### src/spbr_defs.svh
// Register offsets, field positions, reset values and timing counts of the serial port block.
`ifndef SPBR_DEFS_SVH
`define SPBR_DEFS_SVH

// ==========================================================================
// Register byte offsets
`define SPBR_OFF_CTRL 8'h00
`define SPBR_OFF_STATUS 8'h04
`define SPBR_OFF_MASK 8'h08
`define SPBR_OFF_TXDATA 8'h0C
`define SPBR_OFF_RXDATA 8'h10
`define SPBR_OFF_INFO 8'h14

// ==========================================================================
// Control register field positions
`define SPBR_CTRL_SYNC 0
`define SPBR_CTRL_CLOCK_SOURCE_MASTER 1
`define SPBR_CTRL_SERIAL_PORT_ENABLE 2
`define SPBR_CTRL_SINGLE_RECEIVE_ENABLE 3
`define SPBR_CTRL_CONTINUOUS_RECEIVE_ENABLE 4
`define SPBR_CTRL_TRANSMIT_ENABLE_BIT 5
`define SPBR_CTRL_TX9 6
`define SPBR_CTRL_NINTH_TRANSMIT_BIT 7
`define SPBR_CTRL_WUE 8
`define SPBR_CTRL_AUTOBAUD_ENABLE 9
`define SPBR_CTRL_TRANSMIT_IRQ_ENABLE 10
`define SPBR_CTRL_PERIPHERAL_IRQ_GATE 11
`define SPBR_CTRL_GIE 12
`define SPBR_CTRL_RST 13'h0000

// ==========================================================================
// Event status and mask bit positions
`define SPBR_EV_RXRDY 0
`define SPBR_EV_BREAK 1
`define SPBR_EV_TXE 2
`define SPBR_EV_WAKE 3
`define SPBR_EV_RST 4'h0

// ==========================================================================
// Info register bit positions
`define SPBR_INFO_TRANSMIT_BUFFER_EMPTY_FLAG 0
`define SPBR_INFO_RECEIVE_READY_FLAG 1
`define SPBR_INFO_FRAMING_ERROR_FLAG 2
`define SPBR_INFO_BREAK 3
`define SPBR_INFO_BUSY 4

// ==========================================================================
// Timing
`define SPBR_BAUD_DIV 16

`endif

### src/spbr_pkg.sv
// Types shared by the serial port block.
package spbr_pkg;

  typedef struct packed {
    logic global_interrupt_enable;
    logic peripheral_irq_gate;
    logic transmit_irq_enable;
    logic autobaud_enable;
    logic wue;
    logic ninth_transmit_bit;
    logic tx9;
    logic transmit_enable_bit;
    logic continuous_receive_enable;
    logic single_receive_enable;
    logic serial_port_enable;
    logic clock_source_master;
    logic sync_mode;
  } spbr_ctrl_t;

  typedef struct packed {
    logic ck;
    logic rxd;
  } spbr_pins_t;

  typedef enum logic [1:0] {
    RX_IDLE,
    RX_START,
    RX_DATA,
    RX_STOP
  } spbr_rx_state_t;

endpackage

### src/spbr_sync.sv
// Two-flop synchroniser for the pin inputs.
`timescale 1ns/100ps
`default_nettype none
module spbr_sync #(
  parameter int W = 2,
  parameter logic [W-1:0] RST_VAL = '0
) (
  input wire logic clk_i,
  input wire logic rst_i,
  input wire logic [W-1:0] d_i,
  output logic [W-1:0] q_o
);
  logic [W-1:0] meta;

  if (W < 1)
  begin : g_bad_width
    $error("W must be at least 1");
  end

  // The first stage feeds only the second one.
  always_ff @(posedge clk_i)
  begin
    // Reset loads the idle levels of the pins, so no false edge follows reset.
    if (rst_i)
    begin
      meta <= RST_VAL;
      q_o <= RST_VAL;
    end
    else
    begin
      meta <= d_i;
      q_o <= meta;
    end
  end
endmodule // spbr_sync
`default_nettype wire

### src/spbr_top.sv
// Serial port: Break reception, auto-wake-up and clocked slave transmission with a Wishbone register file.
// Operation
// [RULE1] Break is reported when receive-ready and framing error are set and data is zero.
// [RULE2] Auto-wake-up waits two line transitions, flags receive, then takes the next byte.
// [RULE3] Software may arm auto-baud after a Break, also before sleeping.
// [RULE4] Slave operation needs clocked mode, clock source master clear and port enabled.
// [RULE5] Slave transmits while both receive enables are clear, receives otherwise.
// [RULE6] Slave transmit matches master transmit apart from sleep behaviour.
// [RULE7] In sleep the first queued word loads the shift register at once.
// [RULE8] While the second word waits in the holding buffer, buffer-empty stays clear.
// [RULE9] After the first word leaves, the held word loads and buffer-empty sets.
// [RULE10] Buffer-empty with both enables wakes the core; global enable adds the ISR.
// [RULE11] Set-up order: mode, enable, slave, analog off, receive enables clear.
// [RULE12] Interrupt transmit needs transmit, global and peripheral enables set first.
// [RULE13] For nine bits set the ninth enable first, then the ninth bit.
// [RULE14] Set transmit enable, then write the low eight bits to start.
// [RULE15] Buffer-empty is set while transmit is enabled and nothing is held; read-only.
// [RULE16] Words move least significant bit first in both directions.
// [RULE17] The external master supplies every bit clock; one bit per clock.
`include "spbr_defs.svh"
`timescale 1ns/100ps
`default_nettype none
module spbr_top #(
  parameter int BAUD_DIV = `SPBR_BAUD_DIV
) (
  input wire logic clk_i,
  input wire logic rst_i,
  input wire logic wb_cyc_i,
  input wire logic wb_stb_i,
  input wire logic wb_we_i,
  input wire logic [7:0] wb_adr_i,
  input wire logic [3:0] wb_sel_i,
  input wire logic [31:0] wb_dat_i,
  output logic [31:0] wb_dat_o,
  output logic wb_ack_o,
  input wire logic shift_timing_pin_i,
  input wire logic receive_data_pin_i,
  output logic data_pin_o,
  output logic data_pin_oe_o,
  input wire logic sleep_i,
  output logic break_o,
  output logic wake_o,
  output logic isr_req_o,
  output logic irq_o
);
  if (BAUD_DIV < 4 || BAUD_DIV > 65535)
  begin : g_bad_div
    $error("BAUD_DIV out of range");
  end

  localparam int CW = $clog2(BAUD_DIV) + 1;

  // ==========================================================================
  // Pin synchronisation and edge detection
  spbr_pkg::spbr_pins_t pins_s;
  spbr_pkg::spbr_pins_t pins_d;
  logic ck_rise;
  logic ck_fall;
  logic rxd_fall;
  logic rxd_edge;

  spbr_sync #(.W(2), .RST_VAL(2'h1)) u_sync (
    .clk_i(clk_i),
    .rst_i(rst_i),
    .d_i({shift_timing_pin_i, receive_data_pin_i}),
    .q_o(pins_s)
  );

  always_ff @(posedge clk_i)
  begin
    if (rst_i)
      pins_d <= '{ck: 1'b0, rxd: 1'b1};
    else
      pins_d <= pins_s;
  end

  assign ck_rise = pins_s.ck & ~pins_d.ck;
  assign ck_fall = ~pins_s.ck & pins_d.ck;
  assign rxd_fall = ~pins_s.rxd & pins_d.rxd;
  assign rxd_edge = pins_s.rxd ^ pins_d.rxd;

  // ==========================================================================
  // Bus decode
  spbr_pkg::spbr_ctrl_t ctrl;
  logic req;
  logic wr;
  logic rd;
  logic [3:0] status;
  logic [3:0] mask;
  logic [3:0] ev_set;
  logic [7:0] rx_data;
  logic receive_ready_flag;
  logic framing_error_flag;
  logic wake_done;
  logic rx_done;
  logic next_framing_error_flag;
  logic [7:0] next_rx_data;
  logic [7:0] hold_data;
  logic hold_full;
  logic [8:0] transmit_shift_register;
  logic [3:0] tx_cnt;
  logic tx_busy;
  logic transmit_buffer_empty_flag;
  logic transmit_buffer_empty_flag_d;
  logic tx_load;
  logic slave_mode;
  logic tx_mode;
  logic rx_sync_mode;
  logic rx_async_mode;

  assign req = wb_cyc_i & wb_stb_i & ~wb_ack_o;
  // A write lands at the edge where the master sees ack high, so it takes effect exactly once.
  assign wr = wb_cyc_i & wb_stb_i & wb_ack_o & wb_we_i & wb_sel_i[0];
  assign rd = req & ~wb_we_i;

  always_ff @(posedge clk_i)
  begin
    if (rst_i)
      wb_ack_o <= 1'b0;
    else
      wb_ack_o <= req;
  end

  always_ff @(posedge clk_i)
  begin
    if (rst_i)
      wb_dat_o <= 32'h00000000;
    else if (rd)
    begin
      unique case (wb_adr_i)
        `SPBR_OFF_CTRL: wb_dat_o <= {19'h00000, ctrl};
        `SPBR_OFF_STATUS: wb_dat_o <= {28'h0000000, status};
        `SPBR_OFF_MASK: wb_dat_o <= {28'h0000000, mask};
        `SPBR_OFF_RXDATA: wb_dat_o <= {24'h000000, rx_data};
        `SPBR_OFF_INFO: wb_dat_o <= {27'h0000000, tx_busy, break_o, framing_error_flag, receive_ready_flag, transmit_buffer_empty_flag};
        default: wb_dat_o <= 32'h00000000;
      endcase
    end
  end

  // ==========================================================================
  // Control register
  // Hardware clears the wake-up enable once the two transitions are seen; a software write wins.
  always_ff @(posedge clk_i)
  begin
    if (rst_i)
      ctrl <= spbr_pkg::spbr_ctrl_t'(`SPBR_CTRL_RST);
    else if (wr && wb_adr_i == `SPBR_OFF_CTRL)
    begin
      ctrl.sync_mode <= wb_dat_i[`SPBR_CTRL_SYNC];
      ctrl.clock_source_master <= wb_dat_i[`SPBR_CTRL_CLOCK_SOURCE_MASTER];
      ctrl.serial_port_enable <= wb_dat_i[`SPBR_CTRL_SERIAL_PORT_ENABLE];
      ctrl.single_receive_enable <= wb_dat_i[`SPBR_CTRL_SINGLE_RECEIVE_ENABLE];
      ctrl.continuous_receive_enable <= wb_dat_i[`SPBR_CTRL_CONTINUOUS_RECEIVE_ENABLE];
      ctrl.transmit_enable_bit <= wb_dat_i[`SPBR_CTRL_TRANSMIT_ENABLE_BIT];
      ctrl.tx9 <= wb_dat_i[`SPBR_CTRL_TX9];
      ctrl.ninth_transmit_bit <= wb_dat_i[`SPBR_CTRL_NINTH_TRANSMIT_BIT];
      ctrl.wue <= wb_dat_i[`SPBR_CTRL_WUE];
      ctrl.autobaud_enable <= wb_dat_i[`SPBR_CTRL_AUTOBAUD_ENABLE];
      ctrl.transmit_irq_enable <= wb_dat_i[`SPBR_CTRL_TRANSMIT_IRQ_ENABLE];
      ctrl.peripheral_irq_gate <= wb_dat_i[`SPBR_CTRL_PERIPHERAL_IRQ_GATE];
      ctrl.global_interrupt_enable <= wb_dat_i[`SPBR_CTRL_GIE];
    end
    else if (wake_done)
      ctrl.wue <= 1'b0;
  end

  // ==========================================================================
  // Mode selection
  // The auto-baud enable is only stored; rate measurement lives outside this block.
  assign slave_mode = ctrl.serial_port_enable & ctrl.sync_mode & ~ctrl.clock_source_master; // RULE4
  assign tx_mode = slave_mode & ~ctrl.single_receive_enable & ~ctrl.continuous_receive_enable; // RULE5
  assign rx_sync_mode = slave_mode & (ctrl.single_receive_enable | ctrl.continuous_receive_enable); // RULE5
  assign rx_async_mode = ctrl.serial_port_enable & ~ctrl.sync_mode & ctrl.continuous_receive_enable;
  assign data_pin_oe_o = tx_mode;

  // ==========================================================================
  // Receiver: asynchronous frames, clocked slave frames and auto-wake-up
  spbr_pkg::spbr_rx_state_t rx_state;
  logic [CW-1:0] rx_tmr;
  logic [3:0] rx_bits;
  logic [7:0] rx_shift;
  logic wake_seen;

  // Wake-up needs two line transitions of either direction; no asynchronous frame is started meanwhile.
  always_ff @(posedge clk_i)
  begin
    if (rst_i)
      wake_seen <= 1'b0;
    else if (!ctrl.wue || wake_done)
      wake_seen <= 1'b0;
    else if (rxd_edge)
      wake_seen <= 1'b1;
  end

  assign wake_done = ctrl.wue & ctrl.serial_port_enable & wake_seen & rxd_edge; // RULE2

  always_ff @(posedge clk_i)
  begin
    if (rst_i)
    begin
      rx_state <= spbr_pkg::RX_IDLE;
      rx_tmr <= '0;
      rx_bits <= 4'h0;
      rx_shift <= 8'h00;
      rx_done <= 1'b0;
      next_framing_error_flag <= 1'b0;
    end
    else
    begin
      rx_done <= 1'b0;
      if (rx_sync_mode)
      begin
        rx_state <= spbr_pkg::RX_IDLE;
        next_framing_error_flag <= 1'b0;
        if (ck_rise)
        begin
          rx_shift <= {pins_s.rxd, rx_shift[7:1]}; // RULE16
          rx_bits <= (rx_bits == 4'h7) ? 4'h0 : rx_bits + 4'h1;
          rx_done <= (rx_bits == 4'h7);
        end
      end
      else
      begin
        unique case (rx_state)
          spbr_pkg::RX_IDLE:
          begin
            rx_bits <= 4'h0;
            if (rx_async_mode && !ctrl.wue && rxd_fall)
            begin
              rx_state <= spbr_pkg::RX_START;
              // The synchroniser already delays the start, so one cycle less keeps the sample mid-bit.
              rx_tmr <= CW'(BAUD_DIV / 2 - 1);
            end
          end
          spbr_pkg::RX_START:
          begin
            if (rx_tmr != '0)
              rx_tmr <= rx_tmr - CW'(1);
            else if (!pins_s.rxd)
            begin
              rx_state <= spbr_pkg::RX_DATA;
              rx_tmr <= CW'(BAUD_DIV - 1);
            end
            else
              rx_state <= spbr_pkg::RX_IDLE;
          end
          spbr_pkg::RX_DATA:
          begin
            if (rx_tmr != '0)
              rx_tmr <= rx_tmr - CW'(1);
            else
            begin
              rx_shift <= {pins_s.rxd, rx_shift[7:1]}; // RULE16
              rx_bits <= rx_bits + 4'h1;
              rx_tmr <= CW'(BAUD_DIV - 1);
              if (rx_bits == 4'h7)
                rx_state <= spbr_pkg::RX_STOP;
            end
          end
          spbr_pkg::RX_STOP:
          begin
            if (rx_tmr != '0)
              rx_tmr <= rx_tmr - CW'(1);
            else
            begin
              // A low stop bit after all-zero data is how a Break shows up.
              next_framing_error_flag <= ~pins_s.rxd;
              rx_done <= 1'b1;
              rx_state <= spbr_pkg::RX_IDLE;
            end
          end
        endcase
      end
    end
  end

  assign next_rx_data = rx_shift;

  always_ff @(posedge clk_i)
  begin
    if (rst_i)
    begin
      rx_data <= 8'h00;
      framing_error_flag <= 1'b0;
    end
    else if (rx_done)
    begin
      rx_data <= next_rx_data;
      framing_error_flag <= next_framing_error_flag;
    end
  end

  // A new byte or a completed wake-up sets the flag even in the cycle that a read clears it.
  always_ff @(posedge clk_i)
  begin
    if (rst_i)
      receive_ready_flag <= 1'b0;
    else if (rx_done || wake_done)
      receive_ready_flag <= 1'b1; // RULE2
    else if (rd && wb_adr_i == `SPBR_OFF_RXDATA)
      receive_ready_flag <= 1'b0;
  end

  assign break_o = receive_ready_flag & framing_error_flag & (rx_data == 8'h00); // RULE1

  // ==========================================================================
  // Slave transmitter
  // The bit clock comes from the master, so shifting carries on through sleep.
  assign tx_load = tx_mode & ctrl.transmit_enable_bit & hold_full & ~tx_busy; // RULE7 RULE9
  assign transmit_buffer_empty_flag = ctrl.transmit_enable_bit & ~hold_full; // RULE15 RULE8

  always_ff @(posedge clk_i)
  begin
    if (rst_i)
    begin
      hold_data <= 8'h00;
      hold_full <= 1'b0;
    end
    else if (wr && wb_adr_i == `SPBR_OFF_TXDATA)
    begin
      hold_data <= wb_dat_i[7:0];
      hold_full <= 1'b1;
    end
    else if (tx_load)
      hold_full <= 1'b0; // RULE9
  end

  // One bit per external clock: a bit changes on the falling edge, the master samples on the rise.
  always_ff @(posedge clk_i)
  begin
    if (rst_i)
    begin
      transmit_shift_register <= 9'h000;
      tx_cnt <= 4'h0;
      tx_busy <= 1'b0;
      data_pin_o <= 1'b1;
    end
    else if (!tx_mode)
    begin
      tx_busy <= 1'b0;
      tx_cnt <= 4'h0;
    end
    else if (tx_load)
    begin
      transmit_shift_register <= {ctrl.ninth_transmit_bit, hold_data}; // RULE6
      tx_cnt <= ctrl.tx9 ? 4'h9 : 4'h8;
      tx_busy <= 1'b1;
      data_pin_o <= hold_data[0]; // RULE16
    end
    else if (tx_busy && ck_fall)
    begin
      if (tx_cnt == 4'h1)
        tx_busy <= 1'b0;
      else
      begin
        transmit_shift_register <= {1'b0, transmit_shift_register[8:1]};
        data_pin_o <= transmit_shift_register[1]; // RULE17
        tx_cnt <= tx_cnt - 4'h1;
      end
    end
  end

  // ==========================================================================
  // Sleep wake-up and interrupt events
  assign wake_o = sleep_i & ctrl.peripheral_irq_gate & ctrl.transmit_irq_enable & transmit_buffer_empty_flag; // RULE10
  assign isr_req_o = ctrl.global_interrupt_enable & ctrl.peripheral_irq_gate & ctrl.transmit_irq_enable & transmit_buffer_empty_flag; // RULE10

  always_ff @(posedge clk_i)
  begin
    if (rst_i)
      transmit_buffer_empty_flag_d <= 1'b0;
    else
      transmit_buffer_empty_flag_d <= transmit_buffer_empty_flag;
  end

  always_comb
  begin
    ev_set = 4'h0;
    ev_set[`SPBR_EV_RXRDY] = rx_done;
    ev_set[`SPBR_EV_BREAK] = rx_done & next_framing_error_flag & (next_rx_data == 8'h00); // RULE1
    ev_set[`SPBR_EV_TXE] = transmit_buffer_empty_flag & ~transmit_buffer_empty_flag_d;
    ev_set[`SPBR_EV_WAKE] = wake_done;
  end

  always_ff @(posedge clk_i)
  begin
    if (rst_i)
      status <= `SPBR_EV_RST;
    else if (rd && wb_adr_i == `SPBR_OFF_STATUS)
      status <= ev_set;
    else
      status <= status | ev_set;
  end

  always_ff @(posedge clk_i)
  begin
    if (rst_i)
      mask <= `SPBR_EV_RST;
    else if (wr && wb_adr_i == `SPBR_OFF_MASK)
      mask <= wb_dat_i[3:0];
  end

  assign irq_o = |(status & mask);
endmodule // spbr_top
`default_nettype wire

### config.mk
export PLATFORM = sky130hd
export DESIGN_NAME = spbr_top
export DESIGN_NICKNAME = d
export VERILOG_FILES = /design/src/spbr_pkg.sv /design/src/spbr_sync.sv /design/src/spbr_top.sv
export VERILOG_INCLUDE_DIRS = /design/src
export SDC_FILE = /design/constraint.sdc
export NUM_CORES = 1
export LEC_CHECK = 0
export BUFFER_PORTS_ARGS = -buffer_cell sky130_fd_sc_hd__buf_2
export CORE_ASPECT_RATIO = 0.6
export CORE_MARGIN = 2
export CORE_UTILIZATION = 50
export DETAILED_ROUTE_END_ITERATION = 6
export PLACE_DENSITY = 0.75
export SLEW_MARGIN = 0
export SYNTH_ARGS = -nofsm -noshare
export SYNTH_HDL_FRONTEND = slang
export SYNTH_HIERARCHICAL = 1
export SYNTH_SLANG_ARGS = --single-unit
export TNS_END_PERCENT = 50
### constraint.sdc
create_clock -name clk_i -period 2.9 [get_ports clk_i]
set_clock_uncertainty 0.2 [all_clocks]
set_input_delay 0.145 -clock clk_i [delete_from_list [all_inputs] [get_ports clk_i]]
set_output_delay 0.145 -clock clk_i [all_outputs]
set_load 0.005 [all_outputs]
Yosys cells after proc, flatten, opt, wreduce, memory -nomap -nowiden. Cells that the tools add are included.

Add/subtract/negate cells: 3. Eq/ne operators: 21. Muxes and demuxes: 47. Bitwise logic cells: 53. Reduce and logical (&&, ||, !) cells: 35.

Operator list (number): 13-bit one-hot mux with 5 select lines (1); 1-bit AND (34); 4-bit 2-to-1 mux (8); 8-bit 2-to-1 mux (4); 9-bit 2-to-1 mux (3); 5-bit 2-to-1 mux (5); 8-bit zero test (3); 5-bit one-hot mux with 4 select lines (1); 2-bit != test, second input constant (9); 1-bit 2-to-1 mux (17); 8-bit by 4-bit == test with 1-bit output, second input constant (2); 8-bit by 5-bit == test with 1-bit output, second input constant (2); 1-bit inverter (15); 2-bit 2-to-1 mux (6); 2-bit nonzero test (6); 3-bit AND reduction (3); 8-bit by 3-bit == test with 1-bit output, second input constant (1); 1-bit logical AND (8); 2-bit one-hot mux with 4 select lines (1); 4-bit one-hot mux with 2 select lines (1); 3-bit != test, second input constant (2); 2-bit AND reduction (3); 2-bit OR reduction (3); 5-bit AND reduction (1); other kinds (18) (20).

Register bits: 117. Input bits: 52. Output and inout port bits: 39.

Depth between registers and ports, before layout.
Word-level depth: 9. Gate-level depth with buffers: 7. Mapped depth without buffers: 6.

Cells and area by module. The synthesis kept the hierarchy.

Modules (own cells, without submodules): spbr_top (instances 1, cells each 543, area an instance 4630.7 µm², sequential area each 1861.8 µm²); spbr_sync (instances 1, cells each 8, area an instance 105.1 µm², sequential area each 80.1 µm²).

Worst setup path after synthesis. Ideal clock, no wire load.

Path type: register to register. Start: register rx_tmr[0]. End: register rx_bits[3]. Arrival time: 1.749 ns. Required time: 2.630 ns. Setup slack: 0.881 ns. Stages on the path, launching flop included: 7. Buffers on the path: 0. Clock period less this slack: 2.019 ns. Path through: dfxtp_1 -> inv_1 -> ha_1 -> nor4b_4 -> a221oi_2 -> or4_1 -> a21oi_1.

Longest elaborated chain between the ends: 3.

RTL lines: start, declared (RTL line spbr_top.sv:180) `logic [CW-1:0] rx_tmr;`; start signal, assigned (RTL line spbr_top.sv:233) `rx_tmr <= CW'(BAUD_DIV / 2 - 1);`; start signal, assigned (RTL line spbr_top.sv:239) `rx_tmr <= rx_tmr - CW'(1);`; start signal, assigned (RTL line spbr_top.sv:243) `rx_tmr <= CW'(BAUD_DIV - 1);`; 5-bit nonzero test (RTL line spbr_top.sv:250) `if (rx_tmr != '0)`; 3-bit != test (no line); 3-bit AND reduction (no line); end signal, assigned (RTL line spbr_top.sv:219) `rx_bits <= (rx_bits == 4'h7) ? 4'h0 : rx_bits + 4'h1;`; end signal, assigned (RTL line spbr_top.sv:255) `rx_bits <= rx_bits + 4'h1;`; end, declared (RTL line spbr_top.sv:181) `logic [3:0] rx_bits;`.

No other way between the ends. A chain may end at the register's enable or synchronous reset.

Worst setup path in the final report. Same ends and word-level chain as after synthesis.

==> metrics.md <==
| Metric | Value |
|---|---|
| Antenna-violating nets left | 0 |
| Worst-path clk slew | 0.07 ns |
| Slowest stage cell, crit path | nor4b_4 |
| Worst ir drop on vdd | 0.363 mV |
| Detailed Place HPWL | 8.61 mm |
| FP Rows | 27 |
| 1st-iter DRT viols | 451 |
| Largest net degree at the start of global routing | 59 |
| Crit path kind | register to register |
| Num CTS Buffers | 9 |
| DR pass1 iterations | 5 |
| Diodes inserted | 0 |
| R2r setup slk | 0.48 ns |
| Post_cts resized | 0 |
| Mapped Area | 4740 um^2 |
| Max Freq | 0.412 GHz |
| Max Buffers Root-to-Sink | 2 |
| Die Area | 10300 um^2 |
| Worst min path class | primary input to register |
| Post-CTS setup buffer count | 0 |
| Status | finished clean |
| Grt total ovfl | 0 |
| GPL Wtd Cong | 0.865 |
| TNS Setup | 0 ns |
| Vias in the first global route | 4123 |
| Most frequent cells after synthesis | 97 x dfxtp_1, 60 x a21oi_1, 41 x o21ai_0 |
| Final hold vios | 0 |
| Root buffer cell | clkbuf_16 |
| Pwr dens | 493 nW/um^2 |
| CP top delay family | simple AND/OR/NAND/NOR gates |
| First-pass GRT wire length | 20.1 mm |
| Die width | 130 um |
| Clock Sink Count | 97 |
| DIE HEIGHT | 79.4 um |
| Leading area contributor after synthesis | dfxtp_1 |
| CP peak stage delay | 0.59 ns |
| Via density | 5.99 |
| Vias post-DR | 4399 |
| RSZ-0062 raised after global routing | false |
| Crit end category | register |
| Area growth, synth to finish | 15.0% |
| WP data required | 2.98 ns |
| Number of instances in the placed design | 700 |
| Syn. warnings | 6 |
| Residual DRC count | 0 |
| Worst-path cell chain | inv_1 > ha_1 > nor4b_4 > a221oi_2 > or4_1 > a21oi_1 |
| Slew headroom | 46.6% |
| Initial Util | 51.5% |
| Leakage | 1.99 nW |
| Buffers on Ports | 49 |
| Post-synth top flop | dfxtp_1 |
| WL/cell | 16.9 um |
| WP data arrival | 2.51 ns |
| Synth area leaders | dfxtp_1 41%, a21oi_1 6.3%, o21ai_0 4.3%, nand3_1 4.0%, mux2i_1 3.4% |
| Max_cap viols | 0 |
| CTS H-tree lvls | 3 |
| Count of final setup violators | 0 |
| Crit path launch type | register |
| Post-synth EDFFs | 0 |
| Share of cells above drive strength 1 | 14.6% |
| Worst path bufs/invs | 1 |
| Area post-placement | 4960 um^2 |
| Max-slew violations | 0 |
| Ports | 91 |
| Hold_buf cts | 18 |
| TritonCTS clock tree | yes |
| Fin crit period | 2.42 ns |
| Total GRT Usage | 24.7% |
| Design area | 5440 um^2 |
| Worst-Skew Late Latency | 0.35 ns |
| Total core area | 9190 um^2 |
| Top cell type's share of synthesized area | 41.0% |
| FILL cells | 856 |
| Seq/Total Area, Yosys | 41.0% |
| Count leader, synth | dfxtp_1 |
| Synth async-reset ratio | 0% |
| Initial antenna violation count | 0 |
| Synth unique cells | 68 |
| Number of synthesized register bits | 97 |
| Nets | 660 |
| Syn Area/Cell | 8.59 um^2 |
| Fin cells | 734 |
| Worst-path maximum fanout | 10 |
| Slew @ Worst Pin | 0.797 ns |
| Period utilization | 83.6% |
| Total wire length | 12.4 mm |
| Synth Instances | 551 |
kinds of logic (layout without fill, tap and decap cells):
| family | count (synthesis) | after routing | share of synthesized area, % |
|---|---|---|---|
| AND/OR/NAND/NOR | 186 | 186 | 22.0 |
| buffers and inverters | 66 | 101 | 7.19 |
| adder cells (fa/ha/maj) | 9 | 9 | 2.38 |
| multiplexers | 22 | 22 | 4.81 |
| XOR/XNOR | 3 | 3 | 0.555 |
| other | 1 | 19 | 0.0792 |
| flip-flops | 97 | 97 | 41.0 |
| AO/OA/AOI/OAI | 167 | 167 | 22.0 |
where the power goes:
part,internal (mW),switching [mW],leakage [nW]
clock,0.699,0.520,0.151
combinational,0.0478,0.0744,1.06
sequential,1.34,0.00359,0.782
metrics by stage:
stage | worst slack (ns) | total power [mW] | hold slack (ns) | util [%]
after floorplan | 0.881 | 1.45 | 0.0166 | -
after global placement | 0.714 | 1.47 | 0.134 | 54.0
after detailed placement | 0.532 | 1.47 | 0.141 | 54.0
after CTS | 0.524 | 2.69 | 0.0407 | 59.2
after global routing | 0.310 | 2.76 | 0.0618 | 59.2
final | 0.475 | 2.68 | 0.0443 | 59.2
worst register-to-register path: stages, from the launching register on:
cell	delay, ns
dfxtp_1	0.35
inv_1	0.07
ha_1	0.25
nor4b_4	0.59
a221oi_2	0.21
or4_1	0.55
a21oi_1	0.15
layout by cell type, fill, tap and decap left out, types with 12 or more instances in the layout:
cell / n
a21oi_1: 60
o21ai_0: 41
mux2i_1: 16
dlygate4sd3_1: 18
buf_2: 49
nand3_1: 38
inv_1: 12
a22oi_1: 13
nand4_1: 17
nor2_1: 37
nand2_1: 26
conb_1: 19
dfxtp_1: 97
sequential cells by signal, indices dropped and copies added (netlist names), 4 cells and up, named ones only:
register	flops
rx_bits	4
wb_dat_o	13
tx_cnt	4
rx_tmr	5
rx_data	8
transmit_shift_register	8
ctrl	13
hold_data	8
mask	4
next_rx_data	8
status	4
area by class of cell:
cell class	instances	area (um^2)	share of cell area, %
Multi-Input combinational cell	406	2530	46.4
Inverter	14	52.6	0.965
Sequential cell	97	1940	35.7
Tap cell	130	163	2.99
Clock buffer	11	243	4.46
Clock inverter	5	61.3	1.13
Timing Repair Buffer	71	455	8.37
final timing paths:
kind,start,to,cells after the start
max,rx_tmr[0],rx_bits[3],6
min,wb_adr_i[4],receive_ready_flag,2
max reg2reg,rx_tmr[0],rx_bits[3],6
min reg2reg,u_sync/meta[0],u_sync/q_o[0],1
metal layers:
layer	track usage, %	vias to the layer above	share of wire [%]
met5	0	-	0
li1	-	2104	-
met4	6.13	0	0.82
met2	38.7	156	45
met1	34.7	2128	48
met3	5.56	11	6.6
Note: power is estimated with default switching activity, not from simulation.
